--- src/core/pcid_consts.svh ---
// Offsets, field positions and fixed values of the configuration header bank
`ifndef PCID_CONSTS_SVH
`define PCID_CONSTS_SVH

// Byte offsets of the fields in configuration space
`define PCID_OFF_MAKER 8'h00
`define PCID_OFF_PRODUCT 8'h02
`define PCID_OFF_REVISION 8'h08
`define PCID_OFF_CLASS 8'h09
`define PCID_OFF_SUBCLASS 8'h0a
`define PCID_OFF_BASECLASS 8'h0b
`define PCID_OFF_IO_BASE 8'h10
`define PCID_OFF_MEM_BASE 8'h14
`define PCID_OFF_MAP_BASE 8'h18

// Dword indices (byte offset divided by four) used by the decoder
`define PCID_DW_IDENT 6'h00
`define PCID_DW_CLASS 6'h02
`define PCID_DW_IO_BASE 6'h04
`define PCID_DW_MEM_BASE 6'h05
`define PCID_DW_MAP_BASE 6'h06

// Class code bytes
`define PCID_BASECLASS_BRIDGE 8'h06
`define PCID_SUBCLASS_OTHER 8'h80
`define PCID_PROG_IF_NONE 8'h00

// Revision letter of the first manufacturing release
`define PCID_REV_FIRST_LETTER "A"

// Writable address bits of each base register
`define PCID_IO_ADDR_MASK 32'hffff_ffe0
`define PCID_MEM_ADDR_MASK 32'hffff_0000
`define PCID_MAP_ADDR_MASK 32'hfff8_0000

// Read-only low bits: bit 0 of the I/O base marks I/O space
`define PCID_IO_FIXED_BITS 32'h0000_0001
`define PCID_MEM_FIXED_BITS 32'h0000_0000
`define PCID_MAP_FIXED_BITS 32'h0000_0000

// Node register block and mapping window offset widths
`define PCID_NODE_OFF_W 5
`define PCID_MAP_OFF_W 19

`endif

--- src/core/pcid_pkg.sv ---
// Types and shared decode functions of the configuration header bank
package pcid_pkg;
	`include "pcid_consts.svh"

	typedef logic [31:0] pcid_word_t;
	typedef logic [3:0] pcid_be_t;
	typedef logic [5:0] pcid_dword_t;

	// Configuration answer sequencer
	typedef enum logic [0:0] {
		CFG_IDLE,
		CFG_ANSWER
	} pcid_cfg_state_t;

	// Expands four byte enables into a 32-bit lane mask
	function automatic pcid_word_t pcid_lane_mask(input pcid_be_t be);
		pcid_word_t m;
		m = 32'h0000_0000;
		for (int i = 0; i < 4; i++) begin
			m[i*8 +: 8] = {8{be[i]}};
		end
		return m;
	endfunction

	// True when an address falls inside the window that a base register names
	function automatic logic pcid_in_window(input pcid_word_t addr, input pcid_word_t base,
		input pcid_word_t mask);
		return ((addr & mask) == (base & mask));
	endfunction
endpackage

--- src/core/pcid_bar.sv ---
// One base address register with a fixed set of writable address bits
`timescale 1ns/1ps
`default_nettype none

module pcid_bar #(
	parameter logic [31:0] ADDR_MASK = 32'hffff_0000,
	parameter logic [31:0] FIXED_BITS = 32'h0000_0000
) (
	// Clock and reset
	input wire logic clk_sys_i,
	input wire logic reset_i,
	// Write port from the configuration decoder
	input wire logic wr_en_i,
	input wire pcid_pkg::pcid_be_t byte_en_i,
	input wire pcid_pkg::pcid_word_t wdata_i,
	// Current value as read back
	output pcid_pkg::pcid_word_t value_o
);
	import pcid_pkg::*;

	pcid_word_t base;
	pcid_word_t next_base;
	pcid_word_t wmask;

	// Only address bits in the enabled lanes take the write; sizing reads back the mask
	always_comb begin
		wmask = ADDR_MASK & pcid_lane_mask(byte_en_i);
		next_base = base;
		if (wr_en_i) begin
			next_base = (base & ~wmask) | (wdata_i & wmask);
		end
	end

	always_ff @(posedge clk_sys_i or posedge reset_i) begin
		if (reset_i) begin
			base <= 32'h0000_0000;
		end else begin
			base <= next_base;
		end
	end

	// Low bits are hard-wired, so they never carry address
	assign value_o = (base & ADDR_MASK) | FIXED_BITS;
endmodule

`default_nettype wire

--- src/core/pcid_cfg_bank.sv ---
// Configuration header identification fields, base registers and window decode
`timescale 1ns/1ps
`default_nettype none
`include "pcid_consts.svh"

// Operation
// - Manufacturer code, 16 bits, offset 0x00
// - Product code, 16 bits, offset 0x02
// - Revision at 0x08, ASCII release letter from A
// - Each later release adds one to revision
// - 24-bit class code at 0x09, three bytes
// - Base class byte 0x0B reads 0x06
// - Sub-class byte 0x0A reads 0x80
// - Programming interface byte always reads zero
// - I/O base at 0x10 places 32-byte block
// - I/O base address lives in bits 5-31
// - Memory base at 0x14 claims 64K window
// - Memory base bits 16-31, lower bits zero
// - Node registers reachable by I/O and memory
// - Mapping base at 0x18 claims 512K window
// - Mapping base bits 19-31, bits 0-18 zero
module pcid_cfg_bank #(
	parameter logic [15:0] MAKER_CODE = 16'h5a5a, // Arbitrary value
	parameter logic [15:0] PRODUCT_CODE = 16'h1234, // Arbitrary value
	parameter logic [7:0] RELEASE_INDEX = 8'h00
) (
	// Clock and reset
	input wire logic clk_sys_i,
	input wire logic reset_i,
	// Configuration cycle request
	input wire logic cfg_sel_i,
	input wire logic cfg_rd_i,
	input wire logic cfg_wr_i,
	input wire pcid_pkg::pcid_dword_t cfg_dword_i,
	input wire pcid_pkg::pcid_be_t cfg_byte_en_i,
	input wire pcid_pkg::pcid_word_t cfg_wdata_i,
	// Configuration answer
	output pcid_pkg::pcid_word_t cfg_rdata_o,
	output logic cfg_ack_o,
	// Bus cycle address for window decode
	input wire logic bus_io_i,
	input wire logic bus_mem_i,
	input wire pcid_pkg::pcid_word_t bus_addr_i,
	// Window hits
	output logic node_sel_o,
	output logic [`PCID_NODE_OFF_W-1:0] node_reg_o,
	output logic map_sel_o,
	output logic [`PCID_MAP_OFF_W-1:0] map_off_o
);
	import pcid_pkg::*;

	pcid_cfg_state_t state;
	pcid_cfg_state_t next_state;
	pcid_word_t rdata;
	pcid_word_t next_rdata;
	logic next_ack;
	logic take;
	logic [7:0] revision;
	logic [23:0] class_code;
	logic io_bar_wr;
	logic mem_bar_wr;
	logic map_bar_wr;
	pcid_word_t io_bar;
	pcid_word_t mem_bar;
	pcid_word_t map_bar;
	pcid_word_t row;
	logic node_sel;
	logic next_node_sel;
	logic [`PCID_NODE_OFF_W-1:0] node_reg;
	logic [`PCID_NODE_OFF_W-1:0] next_node_reg;
	logic map_sel;
	logic next_map_sel;
	logic [`PCID_MAP_OFF_W-1:0] map_off;
	logic [`PCID_MAP_OFF_W-1:0] next_map_off;

	// Release letter steps by one per manufacturing release
	assign revision = 8'(`PCID_REV_FIRST_LETTER) + RELEASE_INDEX;

	// Base class on top, sub-class in the middle, interface byte unsupported
	assign class_code = {`PCID_BASECLASS_BRIDGE, `PCID_SUBCLASS_OTHER,
		`PCID_PROG_IF_NONE};

	// A request is taken only when idle, so back-to-back cycles see one answer each
	assign take = cfg_sel_i && (cfg_rd_i || cfg_wr_i) && (state == CFG_IDLE);

	// Base register writes come from configuration software assigning windows only
	assign io_bar_wr = take && cfg_wr_i && (cfg_dword_i == `PCID_DW_IO_BASE);
	assign mem_bar_wr = take && cfg_wr_i && (cfg_dword_i == `PCID_DW_MEM_BASE);
	assign map_bar_wr = take && cfg_wr_i && (cfg_dword_i == `PCID_DW_MAP_BASE);

	// I/O base: address bits 5 and up, bit 0 marks I/O space
	pcid_bar #(
		.ADDR_MASK(`PCID_IO_ADDR_MASK),
		.FIXED_BITS(`PCID_IO_FIXED_BITS)
	) u_io_bar (
		.clk_sys_i(clk_sys_i),
		.reset_i(reset_i),
		.wr_en_i(io_bar_wr),
		.byte_en_i(cfg_byte_en_i),
		.wdata_i(cfg_wdata_i),
		.value_o(io_bar)
	);

	// Memory base of the node registers, 64K granularity
	pcid_bar #(
		.ADDR_MASK(`PCID_MEM_ADDR_MASK),
		.FIXED_BITS(`PCID_MEM_FIXED_BITS)
	) u_mem_bar (
		.clk_sys_i(clk_sys_i),
		.reset_i(reset_i),
		.wr_en_i(mem_bar_wr),
		.byte_en_i(cfg_byte_en_i),
		.wdata_i(cfg_wdata_i),
		.value_o(mem_bar)
	);

	// Mapping window base, 512K granularity
	pcid_bar #(
		.ADDR_MASK(`PCID_MAP_ADDR_MASK),
		.FIXED_BITS(`PCID_MAP_FIXED_BITS)
	) u_map_bar (
		.clk_sys_i(clk_sys_i),
		.reset_i(reset_i),
		.wr_en_i(map_bar_wr),
		.byte_en_i(cfg_byte_en_i),
		.wdata_i(cfg_wdata_i),
		.value_o(map_bar)
	);

	// Row select; unlisted dwords read as zero
	always_comb begin
		case (cfg_dword_i)
			`PCID_DW_IDENT: row = {PRODUCT_CODE, MAKER_CODE};
			`PCID_DW_CLASS: row = {class_code, revision};
			`PCID_DW_IO_BASE: row = io_bar;
			`PCID_DW_MEM_BASE: row = mem_bar;
			`PCID_DW_MAP_BASE: row = map_bar;
			default: row = 32'h0000_0000;
		endcase
	end

	// Answer sequencer: one answer cycle per taken request
	always_comb begin
		next_state = state;
		next_rdata = rdata;
		next_ack = 1'b0;
		case (state)
			CFG_IDLE: begin
				if (take) begin
					next_state = CFG_ANSWER;
					next_ack = 1'b1;
					// Lanes not enabled return zero so narrow reads stay clean
					next_rdata = cfg_rd_i ? (row & pcid_lane_mask(cfg_byte_en_i))
						: 32'h0000_0000;
				end
			end
			CFG_ANSWER: begin
				next_state = CFG_IDLE;
			end
			default: begin
				next_state = CFG_IDLE;
			end
		endcase
	end

	always_ff @(posedge clk_sys_i or posedge reset_i) begin
		if (reset_i) begin
			state <= CFG_IDLE;
			rdata <= 32'h0000_0000;
			cfg_ack_o <= 1'b0;
		end else begin
			state <= next_state;
			rdata <= next_rdata;
			cfg_ack_o <= next_ack;
		end
	end

	assign cfg_rdata_o = rdata;

	// Window decode: both node windows lead to the same five-bit register index
	always_comb begin
		next_node_sel = 1'b0;
		next_node_reg = node_reg;
		next_map_sel = 1'b0;
		next_map_off = map_off;
		// I/O space compares the full 27-bit block base
		if (bus_io_i && pcid_in_window(bus_addr_i, io_bar, `PCID_IO_ADDR_MASK)) begin
			next_node_sel = 1'b1;
			next_node_reg = bus_addr_i[`PCID_NODE_OFF_W-1:0];
		end
		// Memory hits past the first 32 bytes of the 64K claim select nothing
		if (bus_mem_i && pcid_in_window(bus_addr_i, mem_bar, `PCID_MEM_ADDR_MASK)
			&& (bus_addr_i[15:`PCID_NODE_OFF_W] == 11'h000)) begin
			next_node_sel = 1'b1;
			next_node_reg = bus_addr_i[`PCID_NODE_OFF_W-1:0];
		end
		// Whole 512K claim is decoded; all 19 offset bits reach map_off
		if (bus_mem_i && pcid_in_window(bus_addr_i, map_bar, `PCID_MAP_ADDR_MASK)) begin
			next_map_sel = 1'b1;
			next_map_off = bus_addr_i[`PCID_MAP_OFF_W-1:0];
		end
	end

	always_ff @(posedge clk_sys_i or posedge reset_i) begin
		if (reset_i) begin
			node_sel <= 1'b0;
			node_reg <= 5'h00;
			map_sel <= 1'b0;
			map_off <= 19'h00000;
		end else begin
			node_sel <= next_node_sel;
			node_reg <= next_node_reg;
			map_sel <= next_map_sel;
			map_off <= next_map_off;
		end
	end

	assign node_sel_o = node_sel;
	assign node_reg_o = node_reg;
	assign map_sel_o = map_sel;
	assign map_off_o = map_off;
endmodule

`default_nettype wire

--- config.mk ---
export PLATFORM = sky130hd
export DESIGN_NAME = pcid_cfg_bank
export DESIGN_NICKNAME = d
export VERILOG_FILES = /design/src/core/pcid_pkg.sv /design/src/core/pcid_bar.sv /design/src/core/pcid_cfg_bank.sv
export VERILOG_INCLUDE_DIRS = /design/src /design/src/core
export SDC_FILE = /design/constraint.sdc
export NUM_CORES = 1
export LEC_CHECK = 0
export BUFFER_PORTS_ARGS = -buffer_cell sky130_fd_sc_hd__clkbuf_2
export CORE_AREA = 3 3 92 159
export DETAILED_ROUTE_END_ITERATION = 12
export DIE_AREA = 0 0 95 162
export REMOVE_ABC_BUFFERS = 1
export SLEW_MARGIN = 20
export SYNTH_ARGS = -nofsm -noshare
export SYNTH_HDL_FRONTEND = slang
export SYNTH_SLANG_ARGS = --single-unit
--- constraint.sdc ---
create_clock -name clk_sys_i -period 5.7 [get_ports clk_sys_i]
set_input_delay 0.57 -clock clk_sys_i [delete_from_list [all_inputs] [get_ports clk_sys_i]]
set_output_delay 0.57 -clock clk_sys_i [all_outputs]
set_load 0.01 [all_outputs]
Word level (Yosys, flattened, before mapping) --
Index checks and enable logic that the tools add are counted.
Cells by class: equality and inequality tests 7, muxes and demuxes 10, bitwise logic cells 14, reductions and logical operators 15
Operators with widths (count):
- AND 32 bit | 7
- one-hot mux 32 bit (5 select lines) | 1
- inverter 32 bit | 3
- OR 32 bit | 3
- two-way mux 32 bit | 1
- == test 27 bit | 1
- == test 6 x 3 -> 1 bit (second input constant) | 3
- == test 16 bit | 1
- == test 13 bit | 1
- logical NOT 11 bit | 1
- logical AND 1 bit | 10
- two-way mux 5 bit | 2
- == test 6 x 2 -> 1 bit (second input constant) | 1
- logical NOT 6 bit | 1
- two-way mux 1 bit | 5
- one-hot mux 1 bit (2 select lines) | 1
- AND reduction 2 bit | 1
- nonzero test 2 bit | 1
- logical OR 1 bit | 1
- inverter 1 bit | 1
Word-level totals: flip-flop bits (word level) 156, input port bits 81, output and inout port bits 59, logic and storage cells 56

Longest topological paths before layout --
Gate-level depths: netlist of the first run.
word-level depth 5, depth in mapped cells 7

Modules after synthesis --
Synthesis of the first run repeated with hierarchy kept, for this count alone.
Second synthesis, totals: cells, all modules 539, area, all modules 6043.3 um^2
By module, submodules not included:
- pcid_cfg_bank | instances 1, cells each 372, area each 3639.7 um^2
- pcid_bar (u_io_bar) | instances 1, cells each 66, area each 1051.0 um^2
- pcid_bar (u_mem_bar) | instances 1, cells each 52, area each 720.7 um^2
- pcid_bar (u_map_bar) | instances 1, cells each 49, area each 631.9 um^2

Worst setup path before layout of the first run --
No wires, ideal clock.
kind input to register, start in cfg_dword_i[5], end reg with a tool-made name, setup time 0.125 ns, data arrival time 1.989 ns, data required time 5.575 ns, path slack 3.586 ns, stages on the path 6, path through or4_1 -> clkbuf_1 -> nor2_1 -> and3_1 -> buf_4 -> mux2_2
RTL lines:
- start, declared | line pcid_cfg_bank.sv:34 | input wire pcid_pkg::pcid_dword_t cfg_dword_i,

==> summary.md, run 1 <==
| Metric | Value |
|---|---|
| P&R area growth vs syn | `20.7%` |
| Clk Tree Root Cell | `clkbuf_16` |
| Flops & latches, synth | `112` |
| Total Power | `1.66 mW` |
| Top_reg_cell synth | `dfrtp_1` |
| Core Util, Final | `48.7%` |
| DR pass1 iterations | `5` |
| Die area | `0.0154 mm²` |
| I/O pin count | `140` |
| Post-synth EDFFs | `0` |
| Leading area contributor after synthesis | `dfrtp_1` |
| Post-synth ARST share | `100%` |
| Nets | `627` |
| Pre-CTS setup slack | `2.36 ns` |
| Synth area leaders | `dfrtp_1, mux2_4, mux2_2` |
| Synth cell count leaders | `dfrtp_1, xnor2_1, mux2_2` |
| DRT antenna net count | `0` |
| 1st-iter DRT viols | `190` |
| Clk_skew | `0.0109 ns` |
| Crit-path slowest cell | `nor2_1` |
| Tmin final | `2.96 ns` |
| CP startpoint kind | `primary input` |
| CTS tree | `yes` |
| Relative slew slack | `28.3%` |
| Post-route setup TNS | `0 ns` |
| CP max stage delay | `0.87 ns` |
| Grt ovf | `0` |
| Worst Path Max Fanout | `12` |
| Final slew viol count | `0` |
| Peak VDD IR | `0.000145 V` |
| Setup WS post-layout | `2.74 ns` |
| Worst-Margin Slew | `1.07 ns` |
| Unrepaired setup endpoints after global routing | `false` |
| Post-DR vias/cell | `5.32` |
| FP Rows | `56` |
| Yosys warnings | `0` |
| Post-DP HPWL | `11.3 mm` |
| Clock slew at reported path FFs | `0.07 ns` |
| Power Dens Cells | `253 mW/mm²` |
| RD Place Congestion | `0.849` |
| Die W | `95 µm` |
| Post-CTS Hold Buffers | `0` |
| Max_cap viols | `0` |
| WP data required | `5.94 ns` |
| Most common cell in the netlist | `dfrtp_1` |
| Syn Inst Count | `419` |
| Port Buffers | `133` |
| First-pass GRT wire length | `22.8 mm` |
| Status | `completed` |
| Die Height | `162 µm` |
| Number of gates resized after cts | `0` |
| Final hold violation count | `0` |
| TritonCTS buffer count | `9` |
| Distinct cells, synth | `44` |
| Reg2reg setup slack | `3.60 ns` |
| Drt drc | `0` |
| H-tree level count | `3` |
| Core Region | `0.0135 mm²` |
| Share of layout cells above drive strength 1 | `44.1%` |
| Setup bufs post-CTS | `0` |
| Syn_area_per_cell | `13.0 µm²` |
| Vias | `3,862` |
| Endpoints failing setup | `0` |
| CP endpoint kind | `flop` |
| Post-Syn Area | `0.00546 mm²` |
| Max Clk Rate | `0.338 GHz` |
| Initial antenna violation count | `1` |
| Final WL | `14.7 mm` |
| Initial Utilization | `40.3%` |
| Final Cycle Share | `51.9%` |
| Arrival time at the worst endpoint | `3.19 ns` |
| Critical path class | `in2reg` |
| Worst-Skew Late Latency | `0.35 ns` |
| Yosys top cell area share | `51.4%` |
| Cell Chain, Critical Path | `clkbuf_2 > or4_1 > nor2_1 > and3_1 > mux2_2` |
| Clock Tree Buf Depth | `2` |
| Vias in the first global route | `4,085` |
| HP Class | `in2async` |
| Routed len/inst | `20.2 µm` |
| Global Route Usage Sum | `19.9%` |
| Largest net degree at the start of global routing | `63` |
| Num Clock Sinks | `112` |
| Pleak | `3.29 nW` |
| Sequential share of the synthesized area | `51.4%` |
-- power breakdown --
group          internal, mW  switching, mW
registers             0.811         0.0169
logic                0.0652         0.0906
clock network         0.388          0.293
total                  1.26          0.401
-- layout by cell type (no fill, tap or decap), drive strengths merged, types with 5 or more instances in the layout --
cell type  count
nor4          11
clkbuf       143
nand3          5
a222oi         7
inv            5
mux2          80
a21oi         13
xnor2         44
a22oi          6
nand4         18
a22o           7
and3           6
xor2          13
nand2         26
dfrtp        112
o21ai         17
-- per-stage QoR --
stage | area, µm² | cells | hold slack [ns]
2_1_floorplan | 5350 | 400 | 0.507
3_3_place_gp | 6260 | 709 | 0.463
3_5_place_dp | 6260 | 709 | 0.466
4_1_cts | 6580 | 725 | 0.373
5_1_grt | 6580 | 726 | 0.420
6_report | 6580 | 726 | 0.342
-- cell families (layout without fill, tap and decap cells) --
family                    after synthesis  after routing  share of synthesized area, %
buffers and inverters                  24            156                          2.34
other                                   1              2                        0.0687
AOI/OAI and AO/OA                      60             60                          7.66
muxes                                  81             81                          19.2
xor gates and xnor gates               57             57                          9.15
and+or+nand+nor                        84             84                          10.2
DFF                                   112            112                          51.4
-- final timing paths --
path,startpoint,endpoint,depth (start not counted)
worst min register to register,cfg_rdata_o[16],cfg_rdata_o[16],2
worst max-delay path,cfg_dword_i[5],flop,5
max in group asynchronous,reset_i,async pin,3
worst max register to register,flop,map_off_o[5],5
min in group clk_sys_i,cfg_wdata_i[7],flop,2
worst min-delay path,reset_i,cfg_rdata_o[7],2
-- per-layer routing --
layer / global-route usage [%] / vias to the layer above / part of all wire, %
met4: 8.34 / 0 / 2.6
met3: 2.46 / 20 / 3.8
met5: 0 / - / 0
met2: 36.3 / 101 / 55
met1: 22.7 / 1956 / 39
li1: - / 1785 / -
-- worst max-delay path: cells and delay by family --
| family | cells | cell delay, ns |
|---|---|---|
| multiplexers | 1 | 0.39 |
| buffers and inverters | 1 | 0.09 |
| AND/OR/NAND/NOR | 3 | 2.13 |
-- layout make-up --
class                           instances  area [µm²]
Inverter                                5        21.3
Antenna cell                            1        2.50
Timing Repair Buffer                  135         681
Sequential cell                       112        2800
Clock buffer                           10         229
Tap cell                              174         218
Multi-Input combinational cell        283        2540
Fill cell                            1261        6940
Clock inverter                          6        93.8
(Power assumes the default switching activity.)
==> run 2, diff against run 1 <==
ABC_AREA = 1   (was default)
CORE_AREA = 3 3 94 163   (was 3 3 92 159)
DIE_AREA = 0 0 97 166   (was 0 0 95 162)
clock period = 2.6 ns   (was 5.7 ns; I/O delays follow)
==> summary.md, run 2 <==
| Metric | Value |
|---|---|
| Max Clk Rate | `0.521 GHz` |
| H-tree level count | `3 (unchanged)` |
| Hold Crit Start | `bus_addr_i[4]` |
| Non-filler instance count after layout | `1,074 (was 726)` |
| Number of gates resized after cts | `0 (unchanged)` |
| Syn Inst Count | `761 (was 419)` |
| CP endpoint kind | `flop (unchanged)` |
| RD Place Congestion | `0.863 (was 0.849)` |
| Vias in the first global route | `5,124 (was 4,085)` |
| Post-DR vias/cell | `4.85 (was 5.32)` |
| Most frequent cells in the layout | `nand2_1, clkbuf_2, dfrtp_1, inv_1, nor2_1 (was clkbuf_2, dfrtp_1, xnor2_1, mux2_2, mux2_4)` |
| Yosys top cell area share | `49.1% (was 51.4%)` |
| Worst-Skew Late Latency | `0.36 ns (was 0.35 ns)` |
| Initial antenna violation count | `0 (was 1)` |
| Unrepaired setup endpoints after global routing | `false (unchanged)` |
| Arrival time at the worst endpoint | `2.16 ns (was 3.19 ns)` |
| Clk Tree Root Cell | `clkbuf_16 (unchanged)` |
| Tmin final | `1.92 ns` |
| Reg2reg setup slack | `0.68 ns (was 3.60 ns)` |
| Final Cycle Share | `73.8%` |
| Largest net degree at the start of global routing | `42 (was 63)` |
| Hold Path Depth | `3` |
| Final WL | `17.3 mm (was 14.7 mm)` |
| CTS tree | `yes (unchanged)` |
| Diode count | `0 (was 1)` |
| DR pass1 iterations | `4 (was 5)` |
| Clock Tree Buf Depth | `2 (unchanged)` |
| Commonest non-fill, non-tap cell in the layout | `nand2_1 (was clkbuf_2)` |
| Endpoints failing setup | `0 (unchanged)` |
| Leading area contributor after synthesis | `dfrtp_1 (unchanged)` |
| DRT antenna net count | `0 (unchanged)` |
| Vias | `5,212 (was 3,862)` |
| Nets | `974 (was 627)` |
| Critical path class | `reg2reg (was in2reg)` |
| HP Class | `in2reg (was in2async)` |
| I/O pin count | `140 (unchanged)` |
| Clk_skew | `0.00903 ns (was 0.0109 ns)` |
| Synth area leaders | `dfrtp_1, nand2_1, inv_1 (was dfrtp_1, mux2_4, mux2_2)` |
| Syn_area_per_cell | `7.50 µm² (was 13.0 µm²)` |
| WP data required | `2.84 ns (was 5.94 ns)` |
| CP startpoint kind | `flop (was primary input)` |
| Power share of the clock group | `40.8% (was 40.9%)` |
| Placed Area | `0.00654 mm² (was 0.00626 mm²)` |
| Port Buffers | `133 (unchanged)` |
| Post-synth EDFFs | `0 (unchanged)` |
| Clock slew at reported path FFs | `0.07 ns (about the same)` |
| Setup WS post-layout | `0.682 ns (was 2.74 ns)` |
| Endpoint, Worst Hold | `node_reg_o[4]` |
| Internal power | `2.74 mW (was 1.26 mW)` |
| Synth cell count leaders | `nand2_1, dfrtp_1, inv_1 (was dfrtp_1, xnor2_1, mux2_2)` |
| Final Cell Area | `0.00686 mm² (was 0.00658 mm²)` |
| Max_cap viols | `0 (unchanged)` |
| Die Height | `166 µm (was 162 µm)` |
| TritonCTS buffer count | `9 (unchanged)` |
| Post-synth ARST share | `100% (unchanged)` |
| Die area | `0.0161 mm² (was 0.0154 mm²)` |
| Distinct cells, synth | `34 (was 44)` |
| Flops & latches, synth | `112 (unchanged)` |
| 1st-iter DRT viols | `253 (was 190)` |
| Worst-Margin Slew | `0.745 ns (was 1.07 ns)` |
| Final slew viol count | `0 (unchanged)` |
| Status | `completed (unchanged)` |
| Dpl cells | `1,058 (was 709)` |
| Initial Utilization | `40.6% (was 40.3%)` |
| Post-route setup TNS | `0 ns (unchanged)` |
| Routed len/inst | `16.1 µm (was 20.2 µm)` |
| P&R area growth vs syn | `20.3% (was 20.7%)` |
| Relative slew slack | `50.2% (was 28.3%)` |
| Pre-CTS setup slack | `0.563 ns (was 2.36 ns)` |
| Share of layout cells above drive strength 1 | `20.1% (was 44.1%)` |
| Top_reg_cell synth | `dfrtp_1 (unchanged)` |
| Post-Syn Area | `0.00570 mm² (was 0.00546 mm²)` |
| Grt ovf | `0 (unchanged)` |
| Post-CTS Hold Buffers | `1 (was 0)` |
| Drt drc | `0 (unchanged)` |
| Die W | `97 µm (was 95 µm)` |
| Post-DP HPWL | `13.7 mm (was 11.3 mm)` |
| Global Route Usage Sum | `21.7% (was 19.9%)` |
| Combinational Power Share | `9.4% (about the same)` |
| Power Dens Cells | `529 mW/mm² (was 253 mW/mm²)` |
| Setup bufs post-CTS | `0 (unchanged)` |
| Worst Reg-to-Reg Cells | `8 (was 5)` |
| Switch share | `24.7% (was 24.1%)` |
| Yosys warnings | `0 (unchanged)` |
| Peak VDD IR | `0.000272 V (was 0.000145 V)` |
| First-pass GRT wire length | `27.4 mm (was 22.8 mm)` |
| Num Clock Sinks | `112 (unchanged)` |
| NetSw | `897 µW (was 401 µW)` |
| Core Region | `0.0140 mm² (was 0.0135 mm²)` |
| Most common cell in the netlist | `nand2_1 (was dfrtp_1)` |
| Worst Path Max Fanout | `20 (was 12)` |
| FP Rows | `57 (was 56)` |
| Pleak | `3.76 nW (was 3.29 nW)` |
| Reg2reg end | `map_off_o[4] (was map_off_o[5])` |
| Sequential share of the synthesized area | `49.1% (was 51.4%)` |
| Final hold violation count | `0 (unchanged)` |
| Sequential share of power | `49.8% (was 49.7%)` |
[run 2: through the flow]
step | hold WS [ns] | power, mW | utilization (%)
after CTS | 0.118 | 3.66 | 48.8
after detailed placement | 0.247 | 2.19 | 46.6
final | 0.122 | 3.63 | 48.8
after global routing | 0.139 | 3.78 | 48.8
after global placement | 0.249 | 2.18 | 46.6
after floorplan | 0.370 | 2.02 | -
[run 2: worst max path at each step]
stage	startpoint	end	slack (ns)
finish	flop	map_off_o[4]	0.68
global route	flop	map_off_o[17]	0.55
CTS	flop	map_off_o[4]	0.67
detailed placement	cfg_dword_i[5]	cfg_rdata_o[12]	0.56
global placement	cfg_dword_i[5]	cfg_rdata_o[9]	0.61
floorplan	reset_i	async pin	-0.62
[run 2: logic make-up (layout without fill, tap and decap cells)]
kind of cell           after synthesis  count (layout)  share of synthesized area (%)
AO/OA/AOI/OAI                      123             123                           12.3
XOR/XNOR                             8               8                           1.23
buffers and inverters              132             268                           9.37
flip-flops                         112             112                           49.1
other                                1               1                         0.0657
AND/OR/NAND/NOR                    385             385                           27.9
[run 2: critical path: stages, from the launching register on]
cell and delay, ns:
dfrtp_1 0.44, nand2_1 0.10, o21ai_0 0.08, inv_1 0.06
nand4_1 0.09, nor2_1 0.24, nand2_1 0.50, nand2_1 0.22
nand2_1 0.07
[run 2: routing by layer]
metal,up-vias,routed length [µm],track usage [%]
li1,2640,-,-
met5,-,0,0
met3,37,683,3.49
met1,2399,6740,25.1
met4,0,620,9.05
met2,136,9240,39.3
[run 2: area by class of cell]
type | count | area, µm²
timing repair buffer | 140 | 733
clock buffer | 10 | 229
fill | 1495 | 7190
inverter | 113 | 427
sequential | 112 | 2800
clock inverter | 5 | 82.6
multi-input combinational | 517 | 2370
tap | 177 | 221
[run 2: power by group through the flow]
stage          Clock (mW)  Sequential (mW)  Combinational [mW]
6_report             1.48             1.81               0.342
4_1_cts              1.51             1.81               0.347
3_5_place_dp            0             1.84               0.345
2_1_floorplan           0             1.84               0.184
3_3_place_gp            0             1.84               0.343
5_1_grt              1.58             1.81               0.388
